==> config.mk <==
export PLATFORM = sky130hd
export DESIGN_NAME = acs_top
export DESIGN_NICKNAME = d
export VERILOG_FILES = /design/src/core/acs_pkg.sv /design/src/core/acs_top.sv /design/src/core/acs_rate_div.sv
export SDC_FILE = /design/constraint.sdc
export NUM_CORES = 1
export LEC_CHECK = 0
export BUFFER_PORTS_ARGS = -buffer_cell sky130_fd_sc_hd__buf_4
export CORE_UTILIZATION = 45
export CTS_CLUSTER_DIAMETER = 60
export DETAILED_ROUTE_END_ITERATION = 10
export PLACE_DENSITY = 0.69
export SYNTH_ARGS = -nofsm -noshare
export SYNTH_HDL_FRONTEND = slang
export SYNTH_HIERARCHICAL = 1
export SYNTH_SLANG_ARGS = --single-unit
==> constraint.sdc <==
create_clock -name clock -period 6.7 [get_ports clock]
set_clock_uncertainty 0.1 [all_clocks]
set_input_delay 0.67 -clock clock [delete_from_list [all_inputs] [get_ports clock]]
set_output_delay 0.67 -clock clock [all_outputs]
set_load 0.03 [all_outputs]
==> src/core/acs_pkg.sv <==
package acs_pkg;
   // Register byte offsets
   localparam logic [4:0]  OFF_CTRL    = 5'h00;
   localparam logic [4:0]  OFF_POWER   = 5'h04;
   localparam logic [4:0]  OFF_CLOCK   = 5'h08;
   localparam logic [4:0]  OFF_STATUS  = 5'h0c;
   localparam logic [4:0]  OFF_RESULT  = 5'h10;
   // Field positions, control register
   localparam int          POS_START   = 7;
   localparam int          POS_NELC    = 5;
   localparam int          POS_OSR     = 2;
   localparam int          POS_CONT    = 1;
   // Field positions, power and clock registers
   localparam int          POS_CBIAS   = 6;
   localparam int          POS_ABIAS   = 4;
   localparam int          POS_ENABLE  = 0;
   localparam int          POS_FSEL    = 6;
   // Field positions, status register
   localparam int          POS_BUSY    = 7;
   localparam int          POS_DEFCFG  = 6;
   // Values after reset, also the default configuration except RST_ENABLE
   localparam logic [1:0]  RST_NELC    = 2'h1;
   localparam logic [2:0]  RST_OSR     = 3'h2;
   localparam logic [1:0]  RST_BIAS    = 2'h3;
   localparam logic [3:0]  RST_ENABLE  = 4'h0;
   localparam logic [1:0]  RST_FSEL    = 2'h0;
   // Ratio exponent base, resolution and fill width caps
   localparam int          OSR_EXP_BASE = 3;
   localparam int          RES_MAX      = 16;
   localparam int          FILL_MAX     = 9;
   // Timing
   localparam int          CLK_HZ      = 50_000_000;
   localparam int          FS0_HZ      = 62_500;
   localparam int          FS1_HZ      = 125_000;
   localparam int          FS2_HZ      = 250_000;
   localparam int          FS3_HZ      = 500_000;
   localparam int          DIV0        = CLK_HZ / FS0_HZ;
   localparam int          DIV1        = CLK_HZ / FS1_HZ;
   localparam int          DIV2        = CLK_HZ / FS2_HZ;
   localparam int          DIV3        = CLK_HZ / FS3_HZ;
   // Bias code to highest allowed clock select, then bus response codes
   localparam logic [1:0]  BIAS_QTR    = 2'h0;
   localparam logic [1:0]  BIAS_HALF   = 2'h1;
   localparam logic [1:0]  FSEL_125K   = 2'h1;
   localparam logic [1:0]  FSEL_250K   = 2'h2;
   localparam logic [1:0]  FSEL_500K   = 2'h3;
   localparam logic [1:0]  RESP_OKAY   = 2'h0;
   localparam logic [1:0]  RESP_SLVERR = 2'h2;

   typedef enum logic [2:0] {
      ST_IDLE  = 3'b001,
      ST_ELEM  = 3'b010,
      ST_FINAL = 3'b100
   } acs_state_t;
endpackage

==> src/core/acs_top.sv <==
module acs_top (
   input  wire logic        clock,
   input  wire logic        reset_n,
   input  wire logic [4:0]  s_axi_awaddr,
   input  wire logic        s_axi_awvalid,
   output logic             s_axi_awready,
   input  wire logic [31:0] s_axi_wdata,
   input  wire logic [3:0]  s_axi_wstrb,
   input  wire logic        s_axi_wvalid,
   output logic             s_axi_wready,
   output logic [1:0]       s_axi_bresp,
   output logic             s_axi_bvalid,
   input  wire logic        s_axi_bready,
   input  wire logic [4:0]  s_axi_araddr,
   input  wire logic        s_axi_arvalid,
   output logic             s_axi_arready,
   output logic [31:0]      s_axi_rdata,
   output logic [1:0]       s_axi_rresp,
   output logic             s_axi_rvalid,
   input  wire logic        s_axi_rready,
   input  wire logic        modulator_bit,
   output logic             modulator_clear,
   output logic             chop_polarity,
   output logic             busy,
   output logic [3:0]       stage_enable,
   output logic [1:0]       converter_bias_sel,
   output logic [1:0]       amp_chain_bias_sel
);
   logic [4:0]  aw_addr, next_aw_addr;
   logic [7:0]  w_byte, next_w_byte;
   logic        aw_full, next_aw_full, w_full, next_w_full, w_en, next_w_en;
   logic        next_awready, next_wready, next_bvalid, next_arready, next_rvalid;
   logic [1:0]  next_bresp, next_rresp;
   logic [31:0] next_rdata;
   logic [2:0]  oversample_ratio_sel, next_osr_sel;
   logic [1:0]  elem_conv_count_sel, next_nelc_sel, sample_clock_sel, next_fsel;
   logic [1:0]  next_cbias, next_abias;
   logic [3:0]  next_enable;
   logic        cont, next_cont, start_req, next_start_req;
   logic        wr_do, start_set;
   // Conversion core state
   acs_pkg::acs_state_t state, next_state;
   logic [2:0]  cur_osr, next_cur_osr;
   logic [1:0]  cur_nelc, next_cur_nelc;
   logic [10:0] period, next_period;
   logic [3:0]  elem_idx, next_elem_idx;
   logic signed [11:0] integ1, next_integ1;
   logic signed [21:0] integ2, next_integ2;
   logic signed [26:0] total, next_total;
   logic [15:0] result_word, next_result;
   logic        next_busy, next_chop, next_mclear, tick, div_restart;
   logic [10:0] osr_cur_val, osr_val;
   logic [3:0]  elem_conv_total;
   logic [4:0]  nraw, res, fill_w;
   logic [1:0]  lim_c, lim_a, eff_fsel;
   logic signed [31:0] wide, scaled;
   logic [15:0] sat;

   assign osr_val = 11'h008 << oversample_ratio_sel;
   assign osr_cur_val = 11'h008 << cur_osr;
   assign elem_conv_total = 4'h1 << cur_nelc;
   assign nraw = 5'(2 * (acs_pkg::OSR_EXP_BASE + 32'(cur_osr)) + 32'(cur_nelc));
   assign res = (nraw > 5'(acs_pkg::RES_MAX)) ? 5'(acs_pkg::RES_MAX) : nraw;
   // Fill width capped; at the lowest resolutions the forced one still sits in bit 8
   assign fill_w = (5'(acs_pkg::RES_MAX) - res > 5'(acs_pkg::FILL_MAX)) ?
                   5'(acs_pkg::FILL_MAX) : 5'(acs_pkg::RES_MAX) - res;

   // Bias codes cap the sample clock; slowest of the two wins
   always_comb begin
      lim_c = (converter_bias_sel == acs_pkg::BIAS_QTR) ? acs_pkg::FSEL_125K :
              (converter_bias_sel == acs_pkg::BIAS_HALF) ? acs_pkg::FSEL_250K :
              acs_pkg::FSEL_500K;
      lim_a = (amp_chain_bias_sel == acs_pkg::BIAS_QTR) ? acs_pkg::FSEL_125K :
              (amp_chain_bias_sel == acs_pkg::BIAS_HALF) ? acs_pkg::FSEL_250K :
              acs_pkg::FSEL_500K;
      eff_fsel = sample_clock_sel;
      if (eff_fsel > lim_c) begin
         eff_fsel = lim_c;
      end
      if (eff_fsel > lim_a) begin
         eff_fsel = lim_a;
      end
   end

   acs_rate_div u_div (
      .clock   (clock),
      .reset_n (reset_n),
      .restart (div_restart),
      .sel     (eff_fsel),
      .tick    (tick)
   );

   // Bus slave and configuration registers
   always_comb begin
      next_aw_addr  = aw_addr;
      next_w_byte   = w_byte;
      next_w_en     = w_en;
      next_aw_full  = aw_full | (s_axi_awvalid & s_axi_awready);
      next_w_full   = w_full | (s_axi_wvalid & s_axi_wready);
      next_bvalid   = s_axi_bvalid & ~s_axi_bready;
      next_bresp    = s_axi_bresp;
      next_rvalid   = s_axi_rvalid & ~s_axi_rready;
      next_rdata    = s_axi_rdata;
      next_rresp    = s_axi_rresp;
      next_osr_sel  = oversample_ratio_sel;
      next_nelc_sel = elem_conv_count_sel;
      next_cont     = cont;
      next_cbias    = converter_bias_sel;
      next_abias    = amp_chain_bias_sel;
      next_enable   = stage_enable;
      next_fsel     = sample_clock_sel;
      start_set     = 1'b0;
      if (s_axi_awvalid & s_axi_awready) begin
         next_aw_addr = s_axi_awaddr;
      end
      if (s_axi_wvalid & s_axi_wready) begin
         next_w_byte = s_axi_wdata[7:0];
         next_w_en   = s_axi_wstrb[0];
      end
      wr_do = aw_full & w_full & ~s_axi_bvalid;
      if (wr_do) begin
         next_aw_full = 1'b0;
         next_w_full  = 1'b0;
         next_bvalid  = 1'b1;
         next_bresp   = acs_pkg::RESP_OKAY;
         if (aw_addr == acs_pkg::OFF_CTRL) begin
            if (w_en) begin
               next_nelc_sel = w_byte[acs_pkg::POS_NELC +: 2];
               next_osr_sel  = w_byte[acs_pkg::POS_OSR +: 3];
               next_cont     = w_byte[acs_pkg::POS_CONT];
               start_set     = w_byte[acs_pkg::POS_START];
            end
         end else if (aw_addr == acs_pkg::OFF_POWER) begin
            if (w_en) begin
               next_cbias  = w_byte[acs_pkg::POS_CBIAS +: 2];
               next_abias  = w_byte[acs_pkg::POS_ABIAS +: 2];
               next_enable = w_byte[acs_pkg::POS_ENABLE +: 4];
            end
         end else if (aw_addr == acs_pkg::OFF_CLOCK) begin
            if (w_en) begin
               next_fsel = w_byte[acs_pkg::POS_FSEL +: 2];
            end
         end else if (aw_addr == acs_pkg::OFF_STATUS) begin
            if (w_en && w_byte[acs_pkg::POS_DEFCFG]) begin
               next_nelc_sel = acs_pkg::RST_NELC;
               next_osr_sel  = acs_pkg::RST_OSR;
               next_cbias    = acs_pkg::RST_BIAS;
               next_abias    = acs_pkg::RST_BIAS;
               next_fsel     = acs_pkg::RST_FSEL;
               start_set     = 1'b1;
            end
         end else if (aw_addr != acs_pkg::OFF_RESULT) begin
            next_bresp = acs_pkg::RESP_SLVERR;
         end
      end
      next_awready = ~next_aw_full;
      next_wready  = ~next_w_full;
      if (s_axi_arvalid & s_axi_arready) begin
         next_rvalid = 1'b1;
         next_rresp  = acs_pkg::RESP_OKAY;
         next_rdata  = 32'h0000_0000;
         if (s_axi_araddr == acs_pkg::OFF_CTRL) begin
            next_rdata = {24'h00_0000, start_req, elem_conv_count_sel,
                          oversample_ratio_sel, cont, 1'b0};
         end else if (s_axi_araddr == acs_pkg::OFF_POWER) begin
            next_rdata = {24'h00_0000, converter_bias_sel, amp_chain_bias_sel, stage_enable};
         end else if (s_axi_araddr == acs_pkg::OFF_CLOCK) begin
            next_rdata = {24'h00_0000, sample_clock_sel, 6'h00};
         end else if (s_axi_araddr == acs_pkg::OFF_STATUS) begin
            next_rdata = {24'h00_0000, busy, 7'h00};
         end else if (s_axi_araddr == acs_pkg::OFF_RESULT) begin
            next_rdata = {16'h0000, result_word};
         end else begin
            next_rresp = acs_pkg::RESP_SLVERR;
         end
      end
      next_arready = ~next_rvalid;
   end

   always_ff @(posedge clock or negedge reset_n) begin
      if (!reset_n) begin
         aw_addr              <= 5'h00;
         w_byte               <= 8'h00;
         w_en                 <= 1'b0;
         aw_full              <= 1'b0;
         w_full               <= 1'b0;
         s_axi_awready        <= 1'b1;
         s_axi_wready         <= 1'b1;
         s_axi_bvalid         <= 1'b0;
         s_axi_bresp          <= 2'h0;
         s_axi_arready        <= 1'b1;
         s_axi_rvalid         <= 1'b0;
         s_axi_rdata          <= 32'h0000_0000;
         s_axi_rresp          <= 2'h0;
         oversample_ratio_sel <= acs_pkg::RST_OSR;
         elem_conv_count_sel  <= acs_pkg::RST_NELC;
         cont                 <= 1'b0;
         converter_bias_sel   <= acs_pkg::RST_BIAS;
         amp_chain_bias_sel   <= acs_pkg::RST_BIAS;
         stage_enable         <= acs_pkg::RST_ENABLE;
         sample_clock_sel     <= acs_pkg::RST_FSEL;
      end else begin
         aw_addr              <= next_aw_addr;
         w_byte               <= next_w_byte;
         w_en                 <= next_w_en;
         aw_full              <= next_aw_full;
         w_full               <= next_w_full;
         s_axi_awready        <= next_awready;
         s_axi_wready         <= next_wready;
         s_axi_bvalid         <= next_bvalid;
         s_axi_bresp          <= next_bresp;
         s_axi_arready        <= next_arready;
         s_axi_rvalid         <= next_rvalid;
         s_axi_rdata          <= next_rdata;
         s_axi_rresp          <= next_rresp;
         oversample_ratio_sel <= next_osr_sel;
         elem_conv_count_sel  <= next_nelc_sel;
         cont                 <= next_cont;
         converter_bias_sel   <= next_cbias;
         amp_chain_bias_sel   <= next_abias;
         stage_enable         <= next_enable;
         sample_clock_sel     <= next_fsel;
      end
   end

   // Result scaling, clamp and fill pattern
   always_comb begin
      wide = 32'(total);
      if (nraw <= 5'(acs_pkg::RES_MAX)) begin
         scaled = wide <<< (5'(acs_pkg::RES_MAX) - nraw);
      end else begin
         scaled = wide >>> (nraw - 5'(acs_pkg::RES_MAX));
      end
      if (scaled > 32'sd32767) begin
         sat = 16'h7fff;
      end else if (scaled < -32'sd32768) begin
         sat = 16'h8000;
      end else begin
         sat = scaled[15:0];
      end
      for (int b = 0; b < acs_pkg::FILL_MAX; b++) begin
         if (5'(b) < fill_w) begin
            sat[b] = (5'(b) == fill_w - 5'h01);
         end
      end
   end

   // Sequencer; ratio and count latched at start so a rewrite cannot corrupt a running conversion
   always_comb begin
      next_state     = state;
      next_cur_osr   = cur_osr;
      next_cur_nelc  = cur_nelc;
      next_period    = period;
      next_elem_idx  = elem_idx;
      next_integ1    = integ1;
      next_integ2    = integ2;
      next_total     = total;
      next_result    = result_word;
      next_busy      = busy;
      next_chop      = chop_polarity;
      next_mclear    = modulator_clear;
      next_start_req = start_req | start_set;
      div_restart    = 1'b0;
      case (state)
         acs_pkg::ST_IDLE: begin
            if (start_req) begin
               next_state     = acs_pkg::ST_ELEM;
               next_start_req = start_set;
               next_cur_osr   = oversample_ratio_sel;
               next_cur_nelc  = elem_conv_count_sel;
               next_period    = 11'h000;
               next_elem_idx  = 4'h0;
               next_total     = 27'sh0;
               next_busy      = 1'b1;
               next_chop      = 1'b0;
               next_mclear    = 1'b1;
               div_restart    = 1'b1;
            end
         end
         acs_pkg::ST_ELEM: begin
            if (tick) begin
               next_mclear = 1'b0;
               if (period == 11'h000) begin
                  next_integ1 = 12'sh0;
                  next_integ2 = 22'sh0;
               end else begin
                  next_integ1 = integ1 + (modulator_bit ? 12'sh1 : -12'sh1);
                  next_integ2 = integ2 + 22'(next_integ1);
               end
               next_period = period + 11'h001;
               if (period == osr_cur_val) begin
                  next_period   = 11'h000;
                  next_mclear   = 1'b1;
                  next_chop     = ~chop_polarity;
                  next_elem_idx = elem_idx + 4'h1;
                  next_total    = chop_polarity ? total - 27'(next_integ2)
                                                : total + 27'(next_integ2);
                  if (elem_idx + 4'h1 == elem_conv_total) begin
                     next_state = acs_pkg::ST_FINAL;
                  end
               end
            end
         end
         acs_pkg::ST_FINAL: begin
            if (tick) begin
               next_result = sat;
               next_busy   = 1'b0;
               next_state  = acs_pkg::ST_IDLE;
               next_mclear = 1'b0;
               if (cont) begin
                  next_start_req = 1'b1;
               end
            end
         end
         default: next_state = acs_pkg::ST_IDLE;
      endcase
   end

   always_ff @(posedge clock or negedge reset_n) begin
      if (!reset_n) begin
         state           <= acs_pkg::ST_IDLE;
         cur_osr         <= 3'h0;
         cur_nelc        <= 2'h0;
         period          <= 11'h000;
         elem_idx        <= 4'h0;
         integ1          <= 12'sh0;
         integ2          <= 22'sh0;
         total           <= 27'sh0;
         result_word     <= 16'h0000;
         busy            <= 1'b0;
         chop_polarity   <= 1'b0;
         modulator_clear <= 1'b0;
         start_req       <= 1'b0;
      end else begin
         state           <= next_state;
         cur_osr         <= next_cur_osr;
         cur_nelc        <= next_cur_nelc;
         period          <= next_period;
         elem_idx        <= next_elem_idx;
         integ1          <= next_integ1;
         integ2          <= next_integ2;
         total           <= next_total;
         result_word     <= next_result;
         busy            <= next_busy;
         chop_polarity   <= next_chop;
         modulator_clear <= next_mclear;
         start_req       <= next_start_req;
      end
   end

   // Helper: sample periods counted over one conversion
   logic [13:0] tick_cnt;
   always_ff @(posedge clock or negedge reset_n) begin
      if (!reset_n) begin
         tick_cnt <= 14'h0000;
      end else if (!busy) begin
         tick_cnt <= 14'h0000;
      end else if (tick) begin
         tick_cnt <= tick_cnt + 14'h0001;
      end
   end
endmodule

==> src/core/acs_rate_div.sv <==
module acs_rate_div (
   input  wire logic       clock,
   input  wire logic       reset_n,
   input  wire logic       restart,
   input  wire logic [1:0] sel,
   output logic            tick
);
   logic [9:0] count;
   logic [9:0] next_count;
   logic       next_tick;
   logic [9:0] limit;

   always_comb begin
      case (sel)
         2'h0:    limit = 10'(acs_pkg::DIV0 - 1);
         2'h1:    limit = 10'(acs_pkg::DIV1 - 1);
         2'h2:    limit = 10'(acs_pkg::DIV2 - 1);
         default: limit = 10'(acs_pkg::DIV3 - 1);
      endcase
      next_tick  = 1'b0;
      next_count = count - 10'h001;
      if (restart) begin
         next_count = limit;
      end else if (count == 10'h000) begin
         next_tick  = 1'b1;
         next_count = limit;
      end
   end

   always_ff @(posedge clock or negedge reset_n) begin
      if (!reset_n) begin
         count <= 10'h000;
         tick  <= 1'b0;
      end else begin
         count <= next_count;
         tick  <= next_tick;
      end
   end
endmodule

==> impl_metrics.toml, run 1 <==
[logic_synthesis]
synthArstFlopShare = 1.00
yosys_cell_types = 95
synthSimpleGateAreaFrac = 0.174
synth-warning-count = 6
syn_area_um2 = 15100
synth-xor-area-share = 0.0579
synth_edf_count = 0
ys_ff_latch = 170
synth-compound-area-share = 0.227
multiplexer_area_fraction_after_synthesis = 0.131
syn_area_per_cell_um2 = 8.47
synth_top_flop_cell = "sky130_fd_sc_hd__dfrtp_1"
yosysSeqAreaShare = 0.282
syn_inst = 1783
synth_top_family_by_area = "compound AO/OA/AOI/OAI gates"
post_synth_fa_ha_maj_area_fraction = 0.0727

[grt]
grt_pass1_wl_um = 67500
track_usage = 0.245
grt_max_degree = 71
number_of_antenna_violations_at_the_first_check_in_global_routing = 0
gr-total-overflow = 0
first_global_vias = 13200

[floorplanning]
chipHeight_um = 185
pin_count = 106
core_area_um2 = 32800
dieArea_um2 = 34300
row_count = 66
die_width_um = 185
initial_core_util = 0.461

[clock_tree]
cts_max_path_buffers = 2
maximum_level_of_the_cts_h_tree = 4
path_clk_slew_ps = 70
cts.sink_count = 170
cts_inserted_buffers = 17
clockRootBuffer = "sky130_fd_sc_hd__clkbuf_16"
worst_skew_pair.late_latency_ps = 440
tritoncts = "done"

[timing]
slew_headroom = 0.270
final_report_hold_violation_count = 0
finalSetupViolations = 0
report.final.slew_viol_count = 0
final_min_period_over_clock_period = 0.943
finalSetupTns_ps = 0
layout_min_cycle_time_ps = 6320
timing.hold.ws_ps = 61.2
timing_worst_slew_pin_value_ps = 1090
upper_clock_frequency_limit_ghz = 0.158

[power_and_ir_drop]
leakagePower_nw = 7.81
powerDensity_nw_per_um2 = 330
totalPowerFinal_w = 0.00569
worst_ir_drop_vdd_mv = 0.215

[setup_path]
max_stage_delay_ps = 390
timing.setup.critical_path_class = "in -> reg"
setup.worst_path.start_class = "input pin"
crit_required_ps = 6930
worst_ep_arrival_time_ps = 6550
setup.worst_path.end_class = "flop"
timing.critical_path.fanout_max = 9
crit_slowest_cell = "sky130_fd_sc_hd__a2111oi_2"

[run_status]
status = "finished clean"

[routing]
route.antenna.remaining_nets = 0
totalWireLength_um = 40700
dr_wl_met2_um = 19300
drt_pre_antenna_iters = 7
routedWlPerCell_um = 17.3
drt_drc_violations_left = 0
dr_wl_met3_um = 2030
vias = 13800
routed_metal_1_wirelength_um = 18300
detail_route.iter0.violations = 1026
maxUsedRoutingLayer = "met4"
vias_per_cell = 5.87

[cells_and_area]
syn_to_final_growth_pct = 14.3
num_antenna_cells = 0
fill_cells = 3020
fraction_of_final_layout_cells_sized_beyond_drive_strength_1 = 0.184
layout.nets = 2035

[min_path]
hold_path.class = "in -> async"

[placement]
detailed_place_hpwl_um = 30600
io_buffers = 60
finalWeightedCongestion = 0.946

[run]
cap_violations = 0
cells in the final DEF, fill, tap and decap left out, drive strengths merged, types with 26 or more instances in the layout:
cell type | netlist | routed
xnor2 | 48 | 48
nand2b | 28 | 28
nand2 | 237 | 237
mux4 | 26 | 26
xor2 | 42 | 42
ha | 83 | 83
a21oi | 117 | 117
dfrtp | 160 | 160
buf | 47 | 188
mux2 | 52 | 52
a21o | 30 | 30
inv | 71 | 77
nand3 | 35 | 35
o31ai | 39 | 39
nor3 | 27 | 27
mux2i | 80 | 80
nor2 | 126 | 126
o21ai | 154 | 154
where the power goes:
part / total, W / leakage, nW / internal [W] / switching, W
sequential: 0.00144 / 2.15 / 0.00121 / 0.000236
combinational: 0.00324 / 5.36 / 0.00143 / 0.00182
clock: 0.00101 / 0.289 / 0.000533 / 0.000476
total: 0.00569 / 7.81 / 0.00317 / 0.00253
synth_stat cells, types with 28 or more instances:
library cell / count / share of area
sky130_fd_sc_hd__nand2_1: 236 / 0.059
sky130_fd_sc_hd__dfrtp_1: 160 / 0.27
sky130_fd_sc_hd__o21ai_0: 148 / 0.049
sky130_fd_sc_hd__nor2_1: 126 / 0.031
sky130_fd_sc_hd__a21oi_1: 115 / 0.038
sky130_fd_sc_hd__ha_1: 83 / 0.069
sky130_fd_sc_hd__mux2i_1: 80 / 0.053
sky130_fd_sc_hd__inv_1: 71 / 0.018
sky130_fd_sc_hd__clkbuf_1: 64 / 0.016
sky130_fd_sc_hd__mux2_2: 51 / 0.038
sky130_fd_sc_hd__xnor2_1: 46 / 0.027
sky130_fd_sc_hd__xor2_1: 42 / 0.024
sky130_fd_sc_hd__o31ai_1: 38 / 0.019
sky130_fd_sc_hd__nand3_1: 35 / 0.012
sky130_fd_sc_hd__a21o_1: 30 / 0.015
sky130_fd_sc_hd__nand2b_1: 28 / 0.012
cell type report:
cell class | count | area, um2 | area share
Clock buffer | 17 | 425 | 0.0246
Clock inverter | 15 | 176 | 0.0102
Inverter | 71 | 270 | 0.0157
Multi-Input combinational cell | 1447 | 10200 | 0.588
Sequential cell | 170 | 4270 | 0.247
Tap cell | 442 | 553 | 0.0320
Timing Repair Buffer | 188 | 1420 | 0.0820
through the flow:
stage	utilization	cells	worst slack (ps)	cell area [um2]
finish	0.527	2350	379	17300
global route	0.527	2350	-44.7	17300
CTS	0.525	2349	193	17200
detailed placement	0.506	2317	-228	16600
global placement	0.506	2317	-150	16600
floorplan	-	1800	38.0	15200
registers in the layout (all words and copies together), names as in the netlist, 2 cells and up:
name / cells
amp_chain_bias_sel: 2
aw_addr: 5
converter_bias_sel: 2
cur_nelc: 2
cur_osr: 3
elem_conv_count_sel: 2
elem_idx: 4
integ1: 12
integ2: 22
oversample_ratio_sel: 3
period: 11
result_word: 16
s_axi_rdata: 16
sample_clock_sel: 2
stage_enable: 4
state: 3
total: 27
u_div/count: 10
w_byte: 8
critical path, delay by kind of cell:
family | cells | cell delay, ps
and+or+nand+nor | 7 | 840
adders and majority gates | 3 | 900
xor gates and xnor gates | 3 | 560
buffers and inverters | 4 | 630
AOI/OAI and AO/OA | 15 | 2900
cells by family after synthesis:
logic type / count (synthesis)
compound gates: 532
flops: 170
buf+inv: 183
simple gates: 561
other cells: 1
xor+xnor: 92
mux: 158
fa+ha+maj: 86
worst paths after layout:
kind	to	startpoint	depth (start not counted)	slack (ps)
worst min-delay path	aw_addr[4]	reset_n	1	60
min in group clock	s_axi_bvalid	s_axi_bready	2	310
worst max register to register	total[26]	integ1[0]	33	490
worst min register to register	u_div/count[0]	u_div/count[0]	1	350
worst max-delay path	total[26]	modulator_bit	32	380
max in group asynchronous	integ2[15]	reset_n	2	5240
timing repair:
| item | in CTS | in global routing |
|---|---|---|
| hold buffers | 0 | 0 |
| gates resized for setup | 0 | 21 |
| endpoints found under the setup margin | 0 | 7 |
| setup buffers | 0 | 1 |
metal layers:
metal / track usage / up-vias
met5: 0 / -
met4: 0.0902 / 0
met3: 0.0344 / 70
met2: 0.407 / 421
met1: 0.322 / 6617
li1: - / 6697
Power figures use the tool's default switching activity.
==> inputs of run 2 (changes only) <==
--- a/config.mk
+++ b/config.mk
@@ -5,6 +5,7 @@
 export SDC_FILE = /design/constraint.sdc
 export NUM_CORES = 1
 export LEC_CHECK = 0
+export ABC_AREA = 1
 export BUFFER_PORTS_ARGS = -buffer_cell sky130_fd_sc_hd__buf_4
 export CORE_UTILIZATION = 45
 export CTS_CLUSTER_DIAMETER = 60
==> run 2 against run 1 <==
Worst hold slack better by 260 ps; die area is 0.13% higher; design area is 5.0% lower; area after synthesis is 0.13% higher; critical path depth is 10 higher; critical path type unchanged; wire length is 0.91% higher; sequential share of layout area is 1.3 points higher; core utilization is 2.6 points lower; register-to-register slack better by 300 ps.
==> impl_metrics.toml, run 2 <==
[routing]
vias_per_cell = 5.33
drt_pre_antenna_iters = 5
totalWireLength_um = 41100
routedWlPerCell_um = 14.4
vias = 15200
route.antenna.remaining_nets = 0
drt_drc_violations_left = 0
detail_route.iter0.violations = 1230

[cells_and_area]
multi_input_comb_area_um2 = 9350
largest_register = "total"
most-common-layout-cells = "760 x sky130_fd_sc_hd__nand2_1, 263 x sky130_fd_sc_hd__inv_1, 232 x sky130_fd_sc_hd__nor2_1"
fraction_of_final_layout_cells_sized_beyond_drive_strength_1 = 0.0705
layout.cells.most_common = "sky130_fd_sc_hd__nand2_1"
num_antenna_cells = 0
layout.nets = 2539
ff_latch_area_um2 = 4270
final_design_area_no_fill_um2 = 16400
syn_to_final_growth_pct = 8.46
largest_reg_flops = 27
reg.largest.list = "total: 27 flops, integ2: 22 flops"
fill_cells = 3363

[clock_tree]
worst_skew_pair.late_latency_ps = 440
path_clk_slew_ps = 70
cts_inserted_buffers = 17
cts.sink_count = 170
cts_max_path_buffers = 2
maximum_level_of_the_cts_h_tree = 4
clockRootBuffer = "sky130_fd_sc_hd__clkbuf_16"
tritoncts = "done"
cts.repair_timing.setup_buffer_count = 0

[timing]
slew_headroom = 0.392
final_report_hold_violation_count = 0
timing_worst_slew_pin_value_ps = 911
finalSetupViolations = 0
layout_min_cycle_time_ps = 6000
finalSetupTns_ps = 0
final_min_period_over_clock_period = 0.896
report.final.slew_viol_count = 0
setup_slack_ps = 699
upper_clock_frequency_limit_ghz = 0.167
unrepaired_setup_endpoints_after_global_routing = "no"

[logic_synthesis]
synth_top_flop_cell = "sky130_fd_sc_hd__dfrtp_1"
syn_inst = 2379
post-synth-top-area-fraction = 0.265
yosysSeqAreaShare = 0.282
synth_edf_count = 0
yosys_cell_types = 59
synth-warning-count = 6
most_frequent_cell_after_synthesis = "sky130_fd_sc_hd__nand2_1"
synth_common_cells = "760 x sky130_fd_sc_hd__nand2_1, 264 x sky130_fd_sc_hd__inv_1, 233 x sky130_fd_sc_hd__nor2_1"
syn_area_per_cell_um2 = 6.36
synthArstFlopShare = 1.00
cell_types_with_the_largest_area_share_after_synthesis = "sky130_fd_sc_hd__dfrtp_1 26%, sky130_fd_sc_hd__nand2_1 19%, sky130_fd_sc_hd__ha_1 6.9%, sky130_fd_sc_hd__inv_1 6.6%, sky130_fd_sc_hd__o21ai_0 6.4%"
syn_area_um2 = 15100
netlist.top_cell.by_area = "sky130_fd_sc_hd__dfrtp_1"
ys_ff_latch = 170

[min_path]
hold_path.class = "in -> reg"
hp-start = "s_axi_wdata[0]"

[grt]
met1_demand_to_capacity_share_in_global_routing = 0.334
grt_pass1_wl_um = 67200
grt_max_degree = 72
gr-total-overflow = 0
use_met2 = 0.401
number_of_antenna_violations_at_the_first_check_in_global_routing = 0
first_global_vias = 13600
met3_demand_to_capacity_share_in_global_routing = 0.0305
grt.busiest_layer = "met2"
track_usage = 0.243

[setup_path]
rr_startpoint = "integ1[0]"
timing.critical_path.to = "total[25]"
crit_slowest_cell = "sky130_fd_sc_hd__ha_1"
setup.worst_path.start_class = "input pin"
rr_endpoint = "total[25]"
crit_required_ps = 6900
worst_path_most_repeated_cell = "sky130_fd_sc_hd__nand2_1"
setup.worst_path.end_class = "flop"
worst_r2r_path_depth = 40
timing.setup.critical_path_class = "in -> reg"
worst_ep_arrival_time_ps = 6200
timing.critical_path.fanout_max = 10
max_stage_delay_ps = 430
crit_start = "modulator_bit"
r2r_slack_ps = 790

[placement]
detailed_place_hpwl_um = 31500
place_worst_setup_slack_ps = 167
finalWeightedCongestion = 0.963
io_buffers = 60
dpl_cell_area_um2 = 15800

[floorplanning]
pin_count = 106
row_count = 66
dieArea_um2 = 34300
die_width_um = 185
chipHeight_um = 185
initial_core_util = 0.461
core_area_um2 = 32800

[run_status]
status = "finished clean"

[run]
cap_violations = 0
run 2: cell types whose count changed after synthesis, sizes merged, moves of 26 or more:
cell / previous run / this run
mux4: 26 / 0
nand2b: 28 / 0
a21o: 30 / 4
o21ai: 154 / 210
mux2: 52 / 1
nand3: 35 / 184
clkbuf: 65 / 38
nand2: 237 / 770
nor2: 126 / 237
inv: 71 / 274
mux2i: 80 / 0
run 2: how the worst min path moves through the flow:
stage	to	slack (ps)	depth (start not counted)
floorplan	aw_addr[0]	270	0
global placement	s_axi_arready	310	1
detailed placement	u_div/count[0]	330	1
CTS	w_byte[0]	310	3
global route	s_axi_bvalid	320	2
finish	w_byte[0]	320	3
run 2: cells by family after synthesis:
logic type      count (synthesis)  synth area share
other cells                     1          0.000248
buf+inv                       374             0.105
xor+xnor                       58            0.0363
compound gates                434             0.162
mux                             1          0.000744
flops                         170             0.282
simple gates                 1255             0.341
fa+ha+maj                      86            0.0726
run 2: area by class of cell:
class / count / share of cell area
Tap cell: 442 / 0.0337
Inverter: 278 / 0.0641
Multi-Input combinational cell: 1852 / 0.570
Sequential cell: 170 / 0.260
Clock inverter: 15 / 0.00938
Timing Repair Buffer: 80 / 0.0370
Clock buffer: 17 / 0.0259
run 2: stage by stage:
| step | hold WS [ps] | cells | utilization |
|---|---|---|---|
| after floorplan | 274 | 2396 | - |
| after global placement | 315 | 2821 | 0.482 |
| after detailed placement | 326 | 2821 | 0.482 |
| after CTS | 307 | 2854 | 0.500 |
| after global routing | 318 | 2854 | 0.500 |
| final | 317 | 2854 | 0.500 |
run 2: metal layers:
layer | vias to the layer above | part of all wire
li1 | 7741 | -
met1 | 7049 | 0.47
met2 | 383 | 0.46
met3 | 49 | 0.045
met4 | 0 | 0.018
met5 | - | 0
run 2: what timing repair did:
item / in CTS / in global routing
gates resized for setup: 0 / 4
hold buffers: 1 / 0
setup endpoints to repair: 0 / 3
hold endpoints to repair: 1 / 0
run 2: critical path: cells and delay by family:
family,cells,cell delay [ps]
and+or+nand+nor,21,2210
AOI/OAI and AO/OA,8,1100
xor gates and xnor gates,2,350
buffers and inverters,8,700
adders and majority gates,3,1150
Power of run 2 is not shown: default switching activity piles up to over one toggle a cycle in this logic, so the estimate is an artifact.
